===== config.mk =====
export PLATFORM = sky130hd
export DESIGN_NAME = adc_control_registers
export DESIGN_NICKNAME = d
export VERILOG_FILES = /design/src/inc/adc_ctrl_pkg.sv /design/src/hdl/adc_clock_divider.sv /design/src/hdl/adc_sar_sequencer.sv /design/src/hdl/adc_control_registers.sv
export SDC_FILE = /design/constraint.sdc
export NUM_CORES = 1
export LEC_CHECK = 0
export ABC_AREA = 1
export ABC_CLOCK_PERIOD_IN_PS = 1700
export BUFFER_PORTS_ARGS = -buffer_cell sky130_fd_sc_hd__buf_2
export CORE_MARGIN = 3
export CORE_UTILIZATION = 46
export CTS_CLUSTER_SIZE = 16
export DETAILED_ROUTE_END_ITERATION = 10
export PLACE_DENSITY = 0.75
export SYNTH_ARGS = -nofsm -noshare
export SYNTH_HDL_FRONTEND = slang
export SYNTH_SLANG_ARGS = --single-unit

===== constraint.sdc =====
create_clock -name core_clk -period 1.7 [get_ports core_clk]
set_input_delay 0.17 -clock core_clk [delete_from_list [all_inputs] [get_ports core_clk]]
set_output_delay 0.17 -clock core_clk [all_outputs]
set_load 0.01 [all_outputs]

===== src/inc/adc_ctrl_pkg.sv =====
// Shared constants, field layouts and helpers of the converter control block.
// ***********************************************
// What this block does
// - Result is 12 bits held in two read-only byte registers.
// - Left alignment: high byte bits 11..4, low byte bits 3..0 on top.
// - Right alignment: high byte bits 11..8 low nibble, low byte bits 7..0.
// - Result bits not used by the alignment read as zero.
// - Powering the converter off keeps the stored result.
// - Start bit going 0 to 1 resets converter and clears busy.
// - Start bit going 1 to 0 with bit 5 set begins conversion and sets busy.
// - Busy flag is read-only bit 6, high only while converting.
// - Bit 5 powers converter, bit 4 picks alignment, bit 3 reads zero.
// - Channel field picks one of eight external inputs by index.
// - Internal source 000 converts the chosen external input.
// - Internal source 001 to 011 converts the converter supply.
// - Internal source 101 to 111 converts the amplifier output.
// - External and internal chosen together: only internal is converted.
// - Reference pin and bandgap chosen together: only bandgap is used.
// - A pin chosen as analog input loses its I/O function.
// - A pin chosen as analog input loses its pull-high resistor.
// - Clock field divides system clock by 1 up to 128.
// - At completion busy clears and an interrupt request is raised.
// - Reference field picks supply, pin x1..x4, bandgap x2..x4, else 0000.
// ***********************************************
package adc_ctrl_pkg;

    // ***************************
    // Register map
    // ***************************
    localparam logic [11:0] OFS_RESULT_LOW  = 12'h000;
    localparam logic [11:0] OFS_RESULT_HIGH = 12'h004;
    localparam logic [11:0] OFS_CONV_CTRL   = 12'h008;
    localparam logic [11:0] OFS_SRC_CLK     = 12'h00C;
    localparam logic [11:0] OFS_REF_AMP     = 12'h010;
    localparam logic [7:0]  CTRL_RESET      = 8'h00;

    // ***************************
    // Field positions
    // ***************************
    localparam int BIT_START     = 7;
    localparam int BIT_BUSY      = 6;
    localparam int BIT_POWER     = 5;
    localparam int BIT_ALIGN     = 4;
    localparam int BIT_AMP       = 7;
    localparam int BIT_BANDGAP   = 6;
    localparam int INS_LSB       = 5;
    localparam int RESULT_W      = 12;

    // ***************************
    // Codes and timing
    // ***************************
    localparam logic [2:0]  INS_EXTERNAL = 3'h0;
    localparam logic [2:0]  INS_SUPPLY_HI = 3'h3;
    localparam logic [2:0]  INS_AMP_LO    = 3'h5;
    localparam logic [1:0]  ROUTE_EXT    = 2'h0;
    localparam logic [1:0]  ROUTE_SUPPLY = 2'h1;
    localparam logic [1:0]  ROUTE_AMP    = 2'h2;
    localparam logic [3:0]  REF_SUPPLY   = 4'h0;
    localparam logic [3:0]  REF_PIN_HI   = 4'h4;
    localparam logic [3:0]  REF_BG_LO    = 4'hA;
    localparam logic [3:0]  REF_BG_HI    = 4'hC;
    localparam logic [3:0]  SAMPLE_TICKS = 4'h4;
    localparam logic [11:0] SAR_TOP_BIT  = 12'h800;

    // Formats one result byte for the current alignment.
    function automatic logic [7:0] alignByte(
        input logic [11:0] d,
        input logic        right,
        input logic        high
    );
        if (high) begin
            alignByte = right ? {4'h0, d[11:8]} : d[11:4];
        end else begin
            alignByte = right ? d[7:0] : {d[3:0], 4'h0};
        end
    endfunction : alignByte

endpackage : adc_ctrl_pkg


===== src/hdl/adc_clock_divider.sv =====
// Converter clock divider producing a one-cycle tick enable.
`timescale 1ns/1ps
module adc_clock_divider (
    // Clock and reset.
    input  wire logic       core_clk,
    input  wire logic       rst_b,
    // Control.
    input  wire logic [2:0] divSelect,
    input  wire logic       restart,
    // Converter clock enable.
    output logic            tick
);

    logic [6:0] count;
    wire  logic [6:0] mask;

    assign mask = 7'((8'h01 << divSelect) - 8'h01);
    assign tick = (count & mask) == mask;

    always_ff @(posedge core_clk or negedge rst_b) begin
        if (!rst_b) begin
            count <= 7'h00;
        end else begin
            count <= restart ? 7'h00 : count + 7'h01;
        end
    end

endmodule : adc_clock_divider


===== src/hdl/adc_sar_sequencer.sv =====
// Successive-approximation sequencer: sample phase, twelve bit trials.
`timescale 1ns/1ps
module adc_sar_sequencer (
    // Clock and reset.
    input  wire logic        core_clk,
    input  wire logic        rst_b,
    // Control.
    input  wire logic        tick,
    input  wire logic        abort,
    input  wire logic        go,
    input  wire logic        cmpHigh,
    // Status and data.
    output logic             busy,
    output logic             done,
    output logic             sampling,
    output logic [11:0]      dacCode,
    output logic [11:0]      result
);

    typedef enum logic [1:0] {IDLE, SAMPLE, CONVERT, FINISH} seqState_e;

    seqState_e   state;
    logic [3:0]  sampleCount;
    logic [11:0] trialMask;
    wire  logic [11:0] kept;

    // A trial bit stays only if the input is not below the DAC level.
    assign kept = cmpHigh ? dacCode : (dacCode & ~trialMask);

    always_ff @(posedge core_clk or negedge rst_b) begin
        if (!rst_b) begin
            state       <= IDLE;
            busy        <= 1'b0;
            done        <= 1'b0;
            sampling    <= 1'b0;
            sampleCount <= 4'h0;
            trialMask   <= 12'h000;
            dacCode     <= 12'h000;
            result      <= 12'h000;
        end else if (abort) begin
            // Result is left alone so that a power-down keeps it.
            state    <= IDLE;
            busy     <= 1'b0;
            done     <= 1'b0;
            sampling <= 1'b0;
        end else if (go) begin
            state       <= SAMPLE;
            busy        <= 1'b1;
            done        <= 1'b0;
            sampling    <= 1'b1;
            sampleCount <= 4'h0;
        end else begin
            done <= 1'b0;
            case (state)
                IDLE: begin
                    sampling <= 1'b0;
                end
                SAMPLE: begin
                    if (tick) begin
                        sampleCount <= sampleCount + 4'h1;
                        if (sampleCount ==
                            adc_ctrl_pkg::SAMPLE_TICKS - 4'h1) begin
                            state     <= CONVERT;
                            sampling  <= 1'b0;
                            trialMask <= adc_ctrl_pkg::SAR_TOP_BIT;
                            dacCode   <= adc_ctrl_pkg::SAR_TOP_BIT;
                        end
                    end
                end
                CONVERT: begin
                    if (tick) begin
                        if (trialMask[0]) begin
                            result <= kept;
                            state  <= FINISH;
                        end else begin
                            dacCode   <= kept | (trialMask >> 1);
                            trialMask <= trialMask >> 1;
                        end
                    end
                end
                FINISH: begin
                    busy  <= 1'b0;
                    done  <= 1'b1;
                    state <= IDLE;
                end
                default: begin
                    state <= IDLE;
                end
            endcase
        end
    end

endmodule : adc_sar_sequencer


===== src/hdl/adc_control_registers.sv =====
// Converter control top: APB registers, start logic and analog routing.
//
// Chosen here: the register addresses and the APB register port.
`timescale 1ns/1ps
module adc_control_registers (
    // Clock and reset.
    input  wire logic        core_clk,
    input  wire logic        rst_b,
    // APB slave.
    input  wire logic [11:0] paddr,
    input  wire logic        psel,
    input  wire logic        penable,
    input  wire logic        pwrite,
    input  wire logic [31:0] pwdata,
    input  wire logic [3:0]  pstrb,
    output logic      [31:0] prdata,
    output logic             pready,
    output logic             pslverr,
    // Comparator from the analog core.
    input  wire logic        cmpHigh,
    // Pin-sharing selection from the port logic.
    input  wire logic [7:0]  analogPinSel,
    // Converter core controls.
    output logic             converterPowerEnable,
    output logic             sampleHold,
    output logic      [11:0] dacCode,
    // Input routing.
    output logic      [1:0]  inputRoute,
    output logic      [1:0]  inputScale,
    output logic             externalInputConnect,
    output logic      [2:0]  channelSelect,
    // Reference routing.
    output logic      [3:0]  refSelect,
    output logic             refFromPin,
    output logic             refFromBandgap,
    output logic             ampBandgapInput,
    output logic             amplifierEnable,
    output logic             bandgapBufferEnable,
    // Completion event to the interrupt controller.
    output logic             conversionDoneIrq,
    // Pin function release.
    output logic      [7:0]  pinIoRelease,
    output logic      [7:0]  pullUpRelease
);

    // ***************************
    // Register fields
    // ***************************
    logic       startBit;
    logic       resultAlignment;
    logic [2:0] externalChannelField;
    logic [2:0] internalSourceField;
    logic [2:0] converterClockDivider;
    logic [3:0] referenceSelectField;

    // ***************************
    // Sequencer wires
    // ***************************
    wire logic        convTick;
    wire logic        conversionBusyFlag;
    wire logic        seqDone;
    wire logic        seqSampling;
    wire logic [11:0] seqDac;
    wire logic [11:0] resultData;

    // ***************************
    // APB decode
    // ***************************
    wire logic       apbSetup;
    wire logic       apbAccess;
    wire logic       wrByte;
    wire logic       hitLow;
    wire logic       hitHigh;
    wire logic       hitCtrl;
    wire logic       hitSrc;
    wire logic       hitRef;
    wire logic       hitAny;
    wire logic       wrCtrl;
    wire logic       wrSrc;
    wire logic       wrRef;
    wire logic [7:0] wByte;

    assign apbSetup  = psel & ~penable;
    assign apbAccess = psel & penable & pready;
    assign wrByte    = apbAccess & pwrite & pstrb[0];
    assign wByte     = pwdata[7:0];

    assign hitLow  = paddr == adc_ctrl_pkg::OFS_RESULT_LOW;
    assign hitHigh = paddr == adc_ctrl_pkg::OFS_RESULT_HIGH;
    assign hitCtrl = paddr == adc_ctrl_pkg::OFS_CONV_CTRL;
    assign hitSrc  = paddr == adc_ctrl_pkg::OFS_SRC_CLK;
    assign hitRef  = paddr == adc_ctrl_pkg::OFS_REF_AMP;
    assign hitAny  = hitLow | hitHigh | hitCtrl | hitSrc | hitRef;

    // Writes to the result registers are dropped without error.
    assign wrCtrl = wrByte & hitCtrl;
    assign wrSrc  = wrByte & hitSrc;
    assign wrRef  = wrByte & hitRef;

    // ***************************
    // Start bit edges
    // ***************************
    wire logic startRise;
    wire logic startFall;
    wire logic powerNext;
    wire logic seqAbort;
    wire logic seqGo;

    assign startRise = wrCtrl & ~startBit & wByte[adc_ctrl_pkg::BIT_START];
    assign startFall = wrCtrl & startBit & ~wByte[adc_ctrl_pkg::BIT_START];
    assign powerNext = wrCtrl ? wByte[adc_ctrl_pkg::BIT_POWER]
                              : converterPowerEnable;

    // A powered-down converter cannot run, so power-off also aborts.
    assign seqAbort = startRise | ~powerNext;
    assign seqGo    = startFall & powerNext;

    // ***************************
    // Read data
    // ***************************
    wire logic [7:0] rdCtrl;
    wire logic [7:0] rdSrc;
    wire logic [7:0] rdRef;
    wire logic [7:0] rdLow;
    wire logic [7:0] rdHigh;
    wire logic [7:0] rdByte;

    // Bit 3 of the first control register is unimplemented.
    assign rdCtrl = {startBit, conversionBusyFlag, converterPowerEnable,
                     resultAlignment, 1'b0,
                     externalChannelField};
    assign rdSrc  = {internalSourceField, 2'b00, converterClockDivider};
    assign rdRef  = {amplifierEnable, bandgapBufferEnable, 2'b00,
                     referenceSelectField};

    assign rdLow  = adc_ctrl_pkg::alignByte(resultData, resultAlignment,
                                            1'b0);
    assign rdHigh = adc_ctrl_pkg::alignByte(resultData, resultAlignment,
                                            1'b1);

    assign rdByte = hitLow  ? rdLow  :
                    hitHigh ? rdHigh :
                    hitCtrl ? rdCtrl :
                    hitSrc  ? rdSrc  :
                    hitRef  ? rdRef  : 8'h00;

    // ***************************
    // APB answer
    // ***************************
    // Data and error are sampled in the setup cycle, so every transfer
    // completes with no wait state; busy may change by then but is
    // still one cycle fresh.
    always_ff @(posedge core_clk or negedge rst_b) begin
        if (!rst_b) begin
            pready  <= 1'b0;
            pslverr <= 1'b0;
            prdata  <= 32'h0000_0000;
        end else begin
            pready  <= apbSetup;
            pslverr <= apbSetup & ~hitAny;
            prdata  <= (apbSetup & ~pwrite) ? {24'h00_0000, rdByte}
                                            : 32'h0000_0000;
        end
    end

    // ***************************
    // Conversion control register
    // ***************************
    always_ff @(posedge core_clk or negedge rst_b) begin
        if (!rst_b) begin
            startBit             <= 1'b0;
            converterPowerEnable <= 1'b0;
            resultAlignment      <= 1'b0;
            externalChannelField <= 3'h0;
        end else if (wrCtrl) begin
            startBit             <= wByte[adc_ctrl_pkg::BIT_START];
            converterPowerEnable <= wByte[adc_ctrl_pkg::BIT_POWER];
            resultAlignment      <= wByte[adc_ctrl_pkg::BIT_ALIGN];
            externalChannelField <= wByte[2:0];
        end
    end

    // ***************************
    // Source and clock register
    // ***************************
    always_ff @(posedge core_clk or negedge rst_b) begin
        if (!rst_b) begin
            internalSourceField   <= 3'h0;
            converterClockDivider <= 3'h0;
        end else if (wrSrc) begin
            internalSourceField   <= wByte[7:adc_ctrl_pkg::INS_LSB];
            converterClockDivider <= wByte[2:0];
        end
    end

    // ***************************
    // Reference and amplifier register
    // ***************************
    // The amplifier is never forced on here: software owns that bit.
    always_ff @(posedge core_clk or negedge rst_b) begin
        if (!rst_b) begin
            amplifierEnable      <= 1'b0;
            bandgapBufferEnable  <= 1'b0;
            referenceSelectField <= 4'h0;
        end else if (wrRef) begin
            amplifierEnable      <= wByte[adc_ctrl_pkg::BIT_AMP];
            bandgapBufferEnable  <= wByte[adc_ctrl_pkg::BIT_BANDGAP];
            referenceSelectField <= wByte[3:0];
        end
    end

    // ***************************
    // Input source decode
    // ***************************
    wire logic       srcSupply;
    wire logic       srcAmp;
    wire logic [1:0] nextRoute;

    assign srcSupply = (internalSourceField != adc_ctrl_pkg::INS_EXTERNAL)
                     & (internalSourceField <= adc_ctrl_pkg::INS_SUPPLY_HI);
    assign srcAmp    = internalSourceField >= adc_ctrl_pkg::INS_AMP_LO;

    // Internal sources win over the external channel; 100 acts as 000.
    assign nextRoute = srcSupply ? adc_ctrl_pkg::ROUTE_SUPPLY :
                       srcAmp    ? adc_ctrl_pkg::ROUTE_AMP    :
                                   adc_ctrl_pkg::ROUTE_EXT;

    // ***************************
    // Reference decode
    // ***************************
    wire logic       refPinCode;
    wire logic       refBgCode;
    wire logic [3:0] nextRef;

    assign refPinCode = (referenceSelectField != adc_ctrl_pkg::REF_SUPPLY)
                      & (referenceSelectField <= adc_ctrl_pkg::REF_PIN_HI);
    assign refBgCode  = (referenceSelectField >= adc_ctrl_pkg::REF_BG_LO)
                      & (referenceSelectField <= adc_ctrl_pkg::REF_BG_HI);

    // A bandgap code never also routes the pin, so bandgap alone is used.
    assign nextRef = (refPinCode | refBgCode) ? referenceSelectField
                                              : adc_ctrl_pkg::REF_SUPPLY;

    // ***************************
    // Routing outputs
    // ***************************
    always_ff @(posedge core_clk or negedge rst_b) begin
        if (!rst_b) begin
            inputRoute           <= adc_ctrl_pkg::ROUTE_EXT;
            inputScale           <= 2'h0;
            // Source 000 routes the external pin, so connect starts high.
            externalInputConnect <= 1'b1;
            channelSelect        <= 3'h0;
        end else begin
            inputRoute           <= nextRoute;
            inputScale           <= internalSourceField[1:0];
            externalInputConnect <= (nextRoute ==
                                     adc_ctrl_pkg::ROUTE_EXT);
            channelSelect        <= externalChannelField;
        end
    end

    always_ff @(posedge core_clk or negedge rst_b) begin
        if (!rst_b) begin
            refSelect       <= adc_ctrl_pkg::REF_SUPPLY;
            refFromPin      <= 1'b0;
            refFromBandgap  <= 1'b0;
            ampBandgapInput <= 1'b0;
        end else begin
            refSelect       <= nextRef;
            refFromPin      <= refPinCode;
            refFromBandgap  <= refBgCode;
            ampBandgapInput <= refBgCode;
        end
    end

    // ***************************
    // Pins and completion event
    // ***************************
    always_ff @(posedge core_clk or negedge rst_b) begin
        if (!rst_b) begin
            pinIoRelease      <= 8'h00;
            pullUpRelease     <= 8'h00;
            conversionDoneIrq <= 1'b0;
        end else begin
            pinIoRelease      <= analogPinSel;
            pullUpRelease     <= analogPinSel;
            conversionDoneIrq <= seqDone;
        end
    end

    // ***************************
    // Converter core
    // ***************************
    // The divider restarts with each conversion so that its length in
    // system clocks is fixed for a given divider setting.
    adc_clock_divider clockDivider (
        .core_clk  (core_clk),
        .rst_b     (rst_b),
        .divSelect (converterClockDivider),
        .restart   (seqGo | seqAbort),
        .tick      (convTick)
    );

    adc_sar_sequencer sequencer (
        .core_clk (core_clk),
        .rst_b    (rst_b),
        .tick     (convTick),
        .abort    (seqAbort),
        .go       (seqGo),
        .cmpHigh  (cmpHigh),
        .busy     (conversionBusyFlag),
        .done     (seqDone),
        .sampling (seqSampling),
        .dacCode  (seqDac),
        .result   (resultData)
    );

    // Sample and DAC lines pass out of the sequencer's own flip-flops.
    assign sampleHold = seqSampling;
    assign dacCode    = seqDac;

endmodule : adc_control_registers


==> summary.txt, run 1 <==
===============================================================================================
Status                                                                             finished with violations
Violations in the final reports                                                    setup timing
Minimum clock period after layout                                                       1.75 ns
Pins Over Slew Limit                                                                          0
Detailed Routing Iterations Pass 1                                                            5
Count of maximum capacitance violations                                                       0
Post-DP HPWL                                                                            8170 um
Portion of the post-synthesis area used by sequential elements                            50.3%
Final cell count without fillers                                                            834
All-Layer GR Usage                                                                        18.6%
Delay contributed by the slowest stage of the critical path                             0.39 ns
Reg-to-reg setup timing slack                                                          -0.05 ns
End of the worst register-to-register path                                         sequencer.trialMask[11]
DRC violation count after routing                                                             0
Average size of a mapped cell                                                          8.99 um2
Worst min-delay path category                                                      primary input to flip-flop
Commonest cells in the netlist                                                     120 x sky130_fd_sc_hd__nand2_1, 102 x sky130_fd_sc_hd__dfrtp_1, 56 x sky130_fd_sc_hd__inv_1
Number of buffers between clock root and the deepest sink                                     2
End of the critical path                                                           sequencer.trialMask[11]
Crit path required time                                                                 1.96 ns
Syn Inst Count                                                                              570
Net switching fraction of the power                                                       25.5%
Final period util                                                                          103%
Vias post-DR                                                                               4144
Number of flops mapped to enable cells by yosys                                               0
Top cells by area in the synthesized netlist                                       sky130_fd_sc_hd__dfrtp_1 50%, sky130_fd_sc_hd__nand2_1 8.8%, sky130_fd_sc_hd__o21ai_2 6.0%
Number of synthesis warnings                                                                  0
Post-synth ARST share                                                                      100%
Cell type contributing the most total cell area after synthesis                    sky130_fd_sc_hd__dfrtp_1
Setup crit start                                                                         pready
Combinational Power Share                                                                 13.0%
Pin count of the biggest net entering global routing                                        104
Ant. Diodes                                                                                   0
Core region area                                                                      10600 um2
Number of nets with antenna violations after detailed routing                                 0
Detailed-route wire length                                                             11700 um
Placed cell area                                                                       5740 um2
Critical setup path kind                                                           flip-flop to flip-flop
Clock sinks                                                                                 103
Critical-path top delay cell                                                       sky130_fd_sc_hd__dfrtp_1
Adder-Cell Fraction of Synth Area                                                         1.47%
Clock latency reported for the late side of the worst-skew pair                         0.36 ns
Kind of start point of the critical path                                              flip-flop
Max rail drop VDD                                                                      0.449 mV
Number of setup violations in the final report                                               24
Data arrival at the endpoint of the critical path                                       2.01 ns
Power Density                                                                        702 nW/um2
Clk_skew                                                                              0.0108 ns
Highest net fanout along the worst path                                                       7
Combinational family with the most area after synthesis                            simple AND/OR/NAND/NOR gates
Post-synthesis share of cell area spent on and, or, nand and nor gates                    22.2%
Library cell with the highest instance count after synthesis                       sky130_fd_sc_hd__nand2_1
Clock tree root driver cell                                                        sky130_fd_sc_hd__clkbuf_8
Routed via count divided by cell count                                                     4.97
Actual slew at the worst max-slew pin                                                  0.538 ns
Layout cell share with drive strength beyond 1                                            37.0%
Clock input transition at the sequential cells of the worst setup and hold paths        0.09 ns
Number of buffer cells added on primary ports                                                92
Leakage power of the design                                                          0.00324 uW
Part of the power in registers                                                            57.2%
Total of flip-flops plus latches after synthesis                                            103
Cell depth of the worst flop-to-flop path                                                    10
Clock share of power                                                                      29.8%
Vias in the first global route                                                             4020
Yosys cell types                                                                             38
Worst Setup Slack, final                                                             -0.0484 ns
Die boundary width                                                                       112 um
Inserted Clock Buffers                                                                        9
Multiplexer share of the synthesized area                                                0.782%
Standard-cell row count                                                                      37
Post-place setup slack                                                               -0.0445 ns
Io pins                                                                                     144
Violation count after the first detailed-route iteration                                    246
Total net switching power                                                               1140 uW
Internal power summed over all cells                                                    3340 uW
Primary FF master, synth                                                           sky130_fd_sc_hd__dfrtp_1
Die area                                                                              12400 um2
Xor and xnor area share after synthesis                                                  0.855%
Total number of nets in the final design                                                    761
Worst setup EP type                                                                   flip-flop
Final Wtd Congestion                                                                      0.879
GR Overflow Total                                                                             0
Initial antenna violation count                                                               0
CTS H-Tree Depth                                                                              3
Cell breakdown of the critical path                                                nand3_2, nor2_4, buf_6, nand4_1, nand3_4, nor2_4, nand2_4, clkbuf_16, nand2_4, o21ai_2
Final hold violations                                                                         0
Fraction of synthesized cell area taken by the top area cell type                         49.8%
Max transition margin                                                                     64.2%
CTS tree                                                                                  built
Highest attainable clock frequency                                                      572 MHz
Compound-gate portion of the synthesized area                                             13.1%
Area growth from synthesis to final layout                                                24.6%
Initial cell density of the core                                                          48.5%
Floorplan die height                                                                     112 um
Placed cells                                                                                801
Summed negative setup slack over all endpoints                                        -0.765 ns
Summed instance area of the synthesized netlist                                        5120 um2
Unrepaired setup endpoints after global routing                                            true
Design Area, Final                                                                     6380 um2
WHS                                                                                   0.0385 ns
Fill cell instance count of the final layout                                                858
Wirelength per Cell                                                                     14.0 um
First-pass GRT wire length                                                             18900 um
RR Startpoint                                                                            pready
===============================================================================================
## power by group through the flow
stage / Sequential [uW] / Combinational [uW] / Clock [uW]
2_1_floorplan: 2610 / 284 / 0
4_1_cts: 2550 / 502 / 1380
3_5_place_dp: 2600 / 466 / 0
5_1_grt: 2570 / 641 / 1480
3_3_place_gp: 2600 / 455 / 0
6_report: 2560 / 581 / 1340
## critical path, delay by kind of cell (launching register included)
| kind | cells | cell delay, ns |
|---|---|---|
| compound gates | 1 | 0.05 |
| buf+inv | 2 | 0.33 |
| flops | 1 | 0.39 |
| simple gates | 7 | 0.88 |
## through the flow
stage               total power, uW  util (%)
global placement               3050      54.4
global route                   4690      60.5
detailed placement             3070      54.4
floorplan                      2900         -
CTS                            4430      57.5
finish                         4480      60.5
## layer usage
metal	vias up	global-route usage, %	part of all wire [%]
met4	0	7.62	1.7
met3	16	3.26	5.7
met1	1963	24.1	41
li1	2019	-	-
met2	146	31.0	51
met5	-	0	0
## sequential cells by signal, summed over array words and instances, names as in the netlist, 4 cells and up
signal                 count
prdata                     8
sequencer.sampleCount      4
sequencer.trialMask       12
sequencer.dacCode         12
refSelect                  4
sequencer.result          12
pinIoRelease               8
referenceSelectField       4
clockDivider.count         7
## placed cells by master (no fill, tap or decap), types with 16 or more instances in the layout
cell type	synthesis	final
sky130_fd_sc_hd__nand2_1	120	102
sky130_fd_sc_hd__dfrtp_1	102	102
sky130_fd_sc_hd__buf_2	0	91
sky130_fd_sc_hd__inv_1	56	55
sky130_fd_sc_hd__nor2_1	46	39
sky130_fd_sc_hd__o21ai_2	35	37
sky130_fd_sc_hd__o21ai_0	40	36
sky130_fd_sc_hd__nand2_2	27	31
sky130_fd_sc_hd__conb_1	1	24
sky130_fd_sc_hd__buf_4	33	23
sky130_fd_sc_hd__nand2_4	2	16
## layout make-up
| class | instances | area, um2 | share of cell area [%] |
|---|---|---|---|
| clock inverter | 1 | 5.00 | 0.0784 |
| tap | 136 | 170 | 2.67 |
| clock buffer | 15 | 156 | 2.45 |
| multi-input combinational | 384 | 2300 | 36.0 |
| timing repair buffer | 136 | 937 | 14.7 |
| sequential | 103 | 2580 | 40.4 |
| inverter | 59 | 234 | 3.67 |
## worst min path at each step
| stage | start | endpoint | slack (ns) | depth (start not counted) |
|---|---|---|---|---|
| 2_1_floorplan | rst_b | ampBandgapInput | -0.13 | 0 |
| 3_3_place_gp | rst_b | channelSelect[1] | 0.27 | 2 |
| 3_5_place_dp | rst_b | channelSelect[1] | 0.28 | 2 |
| 4_1_cts | psel | pready | 0.02 | 3 |
| 5_1_grt | psel | pready | 0.03 | 3 |
| 6_report | psel | pready | 0.04 | 3 |
## timing repair
action                                 CTS  global route
resized for setup                        8            71
pin swaps                                2            11
endpoints found under the hold margin  111             0
setup buffers                            3             2
gates cloned                             1             1
hold buffers                            10             0
setup endpoints to repair               24            52
## cells by family (layout without fill, tap and decap cells)
kind of cell	after synthesis	after routing
flip-flops	103	103
buffers and inverters	106	211
AND/OR/NAND/NOR	242	242
adder cells (fa/ha/maj)	6	6
other	1	24
multiplexers	4	4
XOR/XNOR	5	5
AO/OA/AOI/OAI	103	103
Power figures use the tool's default switching activity.
==> inputs of run 2 (changes only) <==
--- a/config.mk
+++ b/config.mk
@@ -6,13 +6,13 @@
 export NUM_CORES = 1
 export LEC_CHECK = 0
 export ABC_AREA = 1
-export ABC_CLOCK_PERIOD_IN_PS = 1700
+export ABC_CLOCK_PERIOD_IN_PS = 1670
 export BUFFER_PORTS_ARGS = -buffer_cell sky130_fd_sc_hd__buf_2
 export CORE_MARGIN = 3
 export CORE_UTILIZATION = 46
 export CTS_CLUSTER_SIZE = 16
 export DETAILED_ROUTE_END_ITERATION = 10
-export PLACE_DENSITY = 0.75
+export PLACE_DENSITY = 0.72
 export SYNTH_ARGS = -nofsm -noshare
 export SYNTH_HDL_FRONTEND = slang
 export SYNTH_SLANG_ARGS = --single-unit
==> constraint.sdc (replaced) <==
create_clock -name core_clk -period 1.67 [get_ports core_clk]
set_input_delay 0.167 -clock core_clk [delete_from_list [all_inputs] [get_ports core_clk]]
set_output_delay 0.167 -clock core_clk [all_outputs]
set_load 0.01 [all_outputs]
==> summary.txt, run 2 (synthesized netlist as in run 1, its figures left out) <==
===============================================================================================
Final cell count without fillers                                                            848   +1.7%
Internal power summed over all cells                                                    3410 uW   +2.3%
Floorplan die height                                                                     112 um   unchanged
Max transition margin                                                                     66.6%   +2.4 points
Final hold violations                                                                         0   unchanged
Wirelength per Cell                                                                     13.4 um   -4.2%
Combinational Power Share                                                                 12.3%   -0.7 points
WL met1                                                                                 4850 um   +0.81%
Reg-to-reg setup timing slack                                                          -0.12 ns   -0.07 ns
Most common cell after layout, fill and taps aside                                 sky130_fd_sc_hd__nand2_1
All-Layer GR Usage                                                                        18.3%   -0.24 points
Post-place setup slack                                                                -0.112 ns   -0.0676 ns
Area growth from synthesis to final layout                                                25.4%
Clk_skew                                                                             0.00785 ns   -0.00292 ns
Data arrival at the endpoint of the critical path                                       2.05 ns   +0.04 ns
Vias post-DR                                                                               4125   -0.46%
Net switching fraction of the power                                                       25.3%   -0.24 points
Critical setup path kind                                                           flip-flop to flip-flop
Die area                                                                              12400 um2   unchanged
Unrepaired setup endpoints after global routing                                            true
Cell depth of the worst flop-to-flop path                                                    11   +1
Pins Over Slew Limit                                                                          0   unchanged
Clock sinks                                                                                 103   unchanged
Max rail drop VDD                                                                      0.383 mV   -15%
Minimum clock period after layout                                                       1.79 ns   +0.0431 ns
Pwr Total                                                                               4570 uW   +2.0%
Inserted Clock Buffers                                                                        9   unchanged
Routed via count divided by cell count                                                     4.86   -2.1%
Clock latency reported for the late side of the worst-skew pair                         0.37 ns   about the same
Standard-cell row count                                                                      37   unchanged
Crit path required time                                                                 1.92 ns   -0.04 ns
Highest metal layer with signal wires                                                      met4
Sum of met2 wire segment lengths after detailed routing                                 5740 um   -4.5%
Count of maximum capacitance violations                                                       0   unchanged
Vias in the first global route                                                             4078   +1.4%
Worst Setup Slack, final                                                              -0.122 ns   -0.0731 ns
Post-DP HPWL                                                                            8230 um   +0.68%
Violations in the final reports                                                    setup timing
Setup crit start                                                                         pready
End of the worst register-to-register path                                         sequencer.dacCode[1]
Power Density                                                                        711 nW/um2   +1.3%
CTS tree                                                                                  built
GR Overflow Total                                                                             0   unchanged
Kind of start point of the critical path                                              flip-flop
Part of the power in registers                                                            57.0%   -0.2 points
Detailed Routing Iterations Pass 1                                                            5   unchanged
Worst min-delay path category                                                      primary input to flip-flop
Sum of met3 wire segment lengths after detailed routing                                  526 um   -21%
Die boundary width                                                                       112 um   unchanged
Number of buffers between clock root and the deepest sink                                     2   unchanged
Most frequent cells in the layout                                                  105 x sky130_fd_sc_hd__nand2_1, 101 x sky130_fd_sc_hd__dfrtp_1, 91 x sky130_fd_sc_hd__buf_2
Total number of nets in the final design                                                    777   +2.1%
Highest attainable clock frequency                                                      558 MHz   -2.4%
Ant. Diodes                                                                                   0   unchanged
Clock share of power                                                                      30.7%   +0.9 points
Clock tree root driver cell                                                        sky130_fd_sc_hd__clkbuf_8
Summed negative setup slack over all endpoints                                         -3.69 ns   -2.92 ns
Initial antenna violation count                                                               0   unchanged
Final core utilization                                                                    60.9%   +0.40 points
Largest registers ranked by flip-flop count                                        sequencer.dacCode x12, sequencer.result x12, sequencer.trialMask x12
Pin count of the biggest net entering global routing                                         39   -63%
Core region area                                                                      10600 um2   unchanged
Placed cells                                                                                815   +1.7%
Final Wtd Congestion                                                                      0.879   about the same
Clock input transition at the sequential cells of the worst setup and hold paths        0.08 ns   about the same
Worst hold path stage count                                                                   3   unchanged
Leakage power of the design                                                          0.00331 uW   +2.2%
DRC violation count after routing                                                             0   unchanged
Status                                                                             finished with violations
Actual slew at the worst max-slew pin                                                  0.501 ns   -0.0364 ns
Number of setup violations in the final report                                               41   +71%
RR Startpoint                                                                            pready
Highest net fanout along the worst path                                                      15   +8
Initial cell density of the core                                                          48.5%   unchanged
Worst setup EP type                                                                   flip-flop
Number of nets with antenna violations after detailed routing                                 0   unchanged
CTS H-Tree Depth                                                                              3   unchanged
Detailed-route wire length                                                             11400 um   -2.6%
First-pass GRT wire length                                                             18800 um   -0.62%
Total net switching power                                                               1150 uW   +1.0%
Layout cell share with drive strength beyond 1                                            37.2%   +0.26 points
Final period util                                                                          107%   +4.4 points
Violation count after the first detailed-route iteration                                    248   +0.81%
Io pins                                                                                     144   unchanged
End of the critical path                                                           sequencer.dacCode[1]
Number of buffer cells added on primary ports                                                92   unchanged
===============================================================================================
[run 2: cell count changes in the layout (fill, tap and decap cells not counted), moves of 2 or more]
cell | previous run | this run
sky130_fd_sc_hd__buf_12 | 5 | 7
sky130_fd_sc_hd__buf_4 | 23 | 39
sky130_fd_sc_hd__clkbuf_1 | 5 | 2
sky130_fd_sc_hd__nand2_1 | 102 | 105
sky130_fd_sc_hd__nand2_2 | 31 | 34
sky130_fd_sc_hd__nand2_4 | 16 | 9
sky130_fd_sc_hd__nand3_1 | 11 | 14
sky130_fd_sc_hd__nand3_2 | 6 | 3
sky130_fd_sc_hd__nor2_1 | 39 | 42
sky130_fd_sc_hd__nor2_2 | 8 | 5
sky130_fd_sc_hd__o21ai_1 | 7 | 9
[run 2: per-stage QoR]
step | area (um2) | hold slack, ns
global route | 6420 | 0.0260
detailed placement | 5870 | 0.129
floorplan | 5210 | -0.129
global placement | 5870 | 0.125
CTS | 6280 | 0.0156
finish | 6420 | 0.0300
[run 2: cell type report]
type	instances	area (um2)
clock buffer	13	159
clock inverter	1	5.00
fill	854	4130
inverter	59	221
multi-input combinational	384	2230
sequential	103	2580
tap	136	170
timing repair buffer	152	1060
[run 2: repair_timing]
item	CTS	global route
gates resized for setup	26	29
endpoints found under the hold margin	38	0
setup buffers	4	4
pin swaps	1	11
hold buffers	10	0
endpoints found under the setup margin	37	50
cloned	1	0
[run 2: per-layer routing]
metal,vias up,global-route usage (%)
met5,-,0
met4,0,8.19
met3,22,2.83
met2,108,31.3
met1,1955,23.1
li1,2040,-
[run 2: power groups by stage]
stage	combinational [uW]	clock, uW	sequential, uW
2_1_floorplan	290	0	2660
4_1_cts	551	1430	2600
3_5_place_dp	507	0	2650
5_1_grt	623	1560	2610
6_report	562	1400	2600
3_3_place_gp	497	0	2650
[run 2: critical path: stages, from the launching register on]
cell                      delay (ns)
sky130_fd_sc_hd__dfrtp_1        0.37
sky130_fd_sc_hd__nand3_2        0.10
sky130_fd_sc_hd__nor2_4         0.22
sky130_fd_sc_hd__nand3_4        0.14
sky130_fd_sc_hd__nand2_4        0.09
sky130_fd_sc_hd__nand3_4        0.07
sky130_fd_sc_hd__nor2_4         0.18
sky130_fd_sc_hd__buf_12         0.14
sky130_fd_sc_hd__nand2_8        0.09
sky130_fd_sc_hd__buf_12         0.17
sky130_fd_sc_hd__nand2_2        0.06
sky130_fd_sc_hd__o21ai_2        0.05
[run 2: worst min-delay path by stage]
| stage | from | endpoint | slack (ns) |
|---|---|---|---|
| 6_report | psel | pready | 0.03 |
| 5_1_grt | psel | pready | 0.03 |
| 4_1_cts | psel | pready | 0.02 |
| 3_5_place_dp | rst_b | channelSelect[2] | 0.13 |
| 3_3_place_gp | rst_b | channelSelect[2] | 0.13 |
| 2_1_floorplan | rst_b | ampBandgapInput | -0.13 |
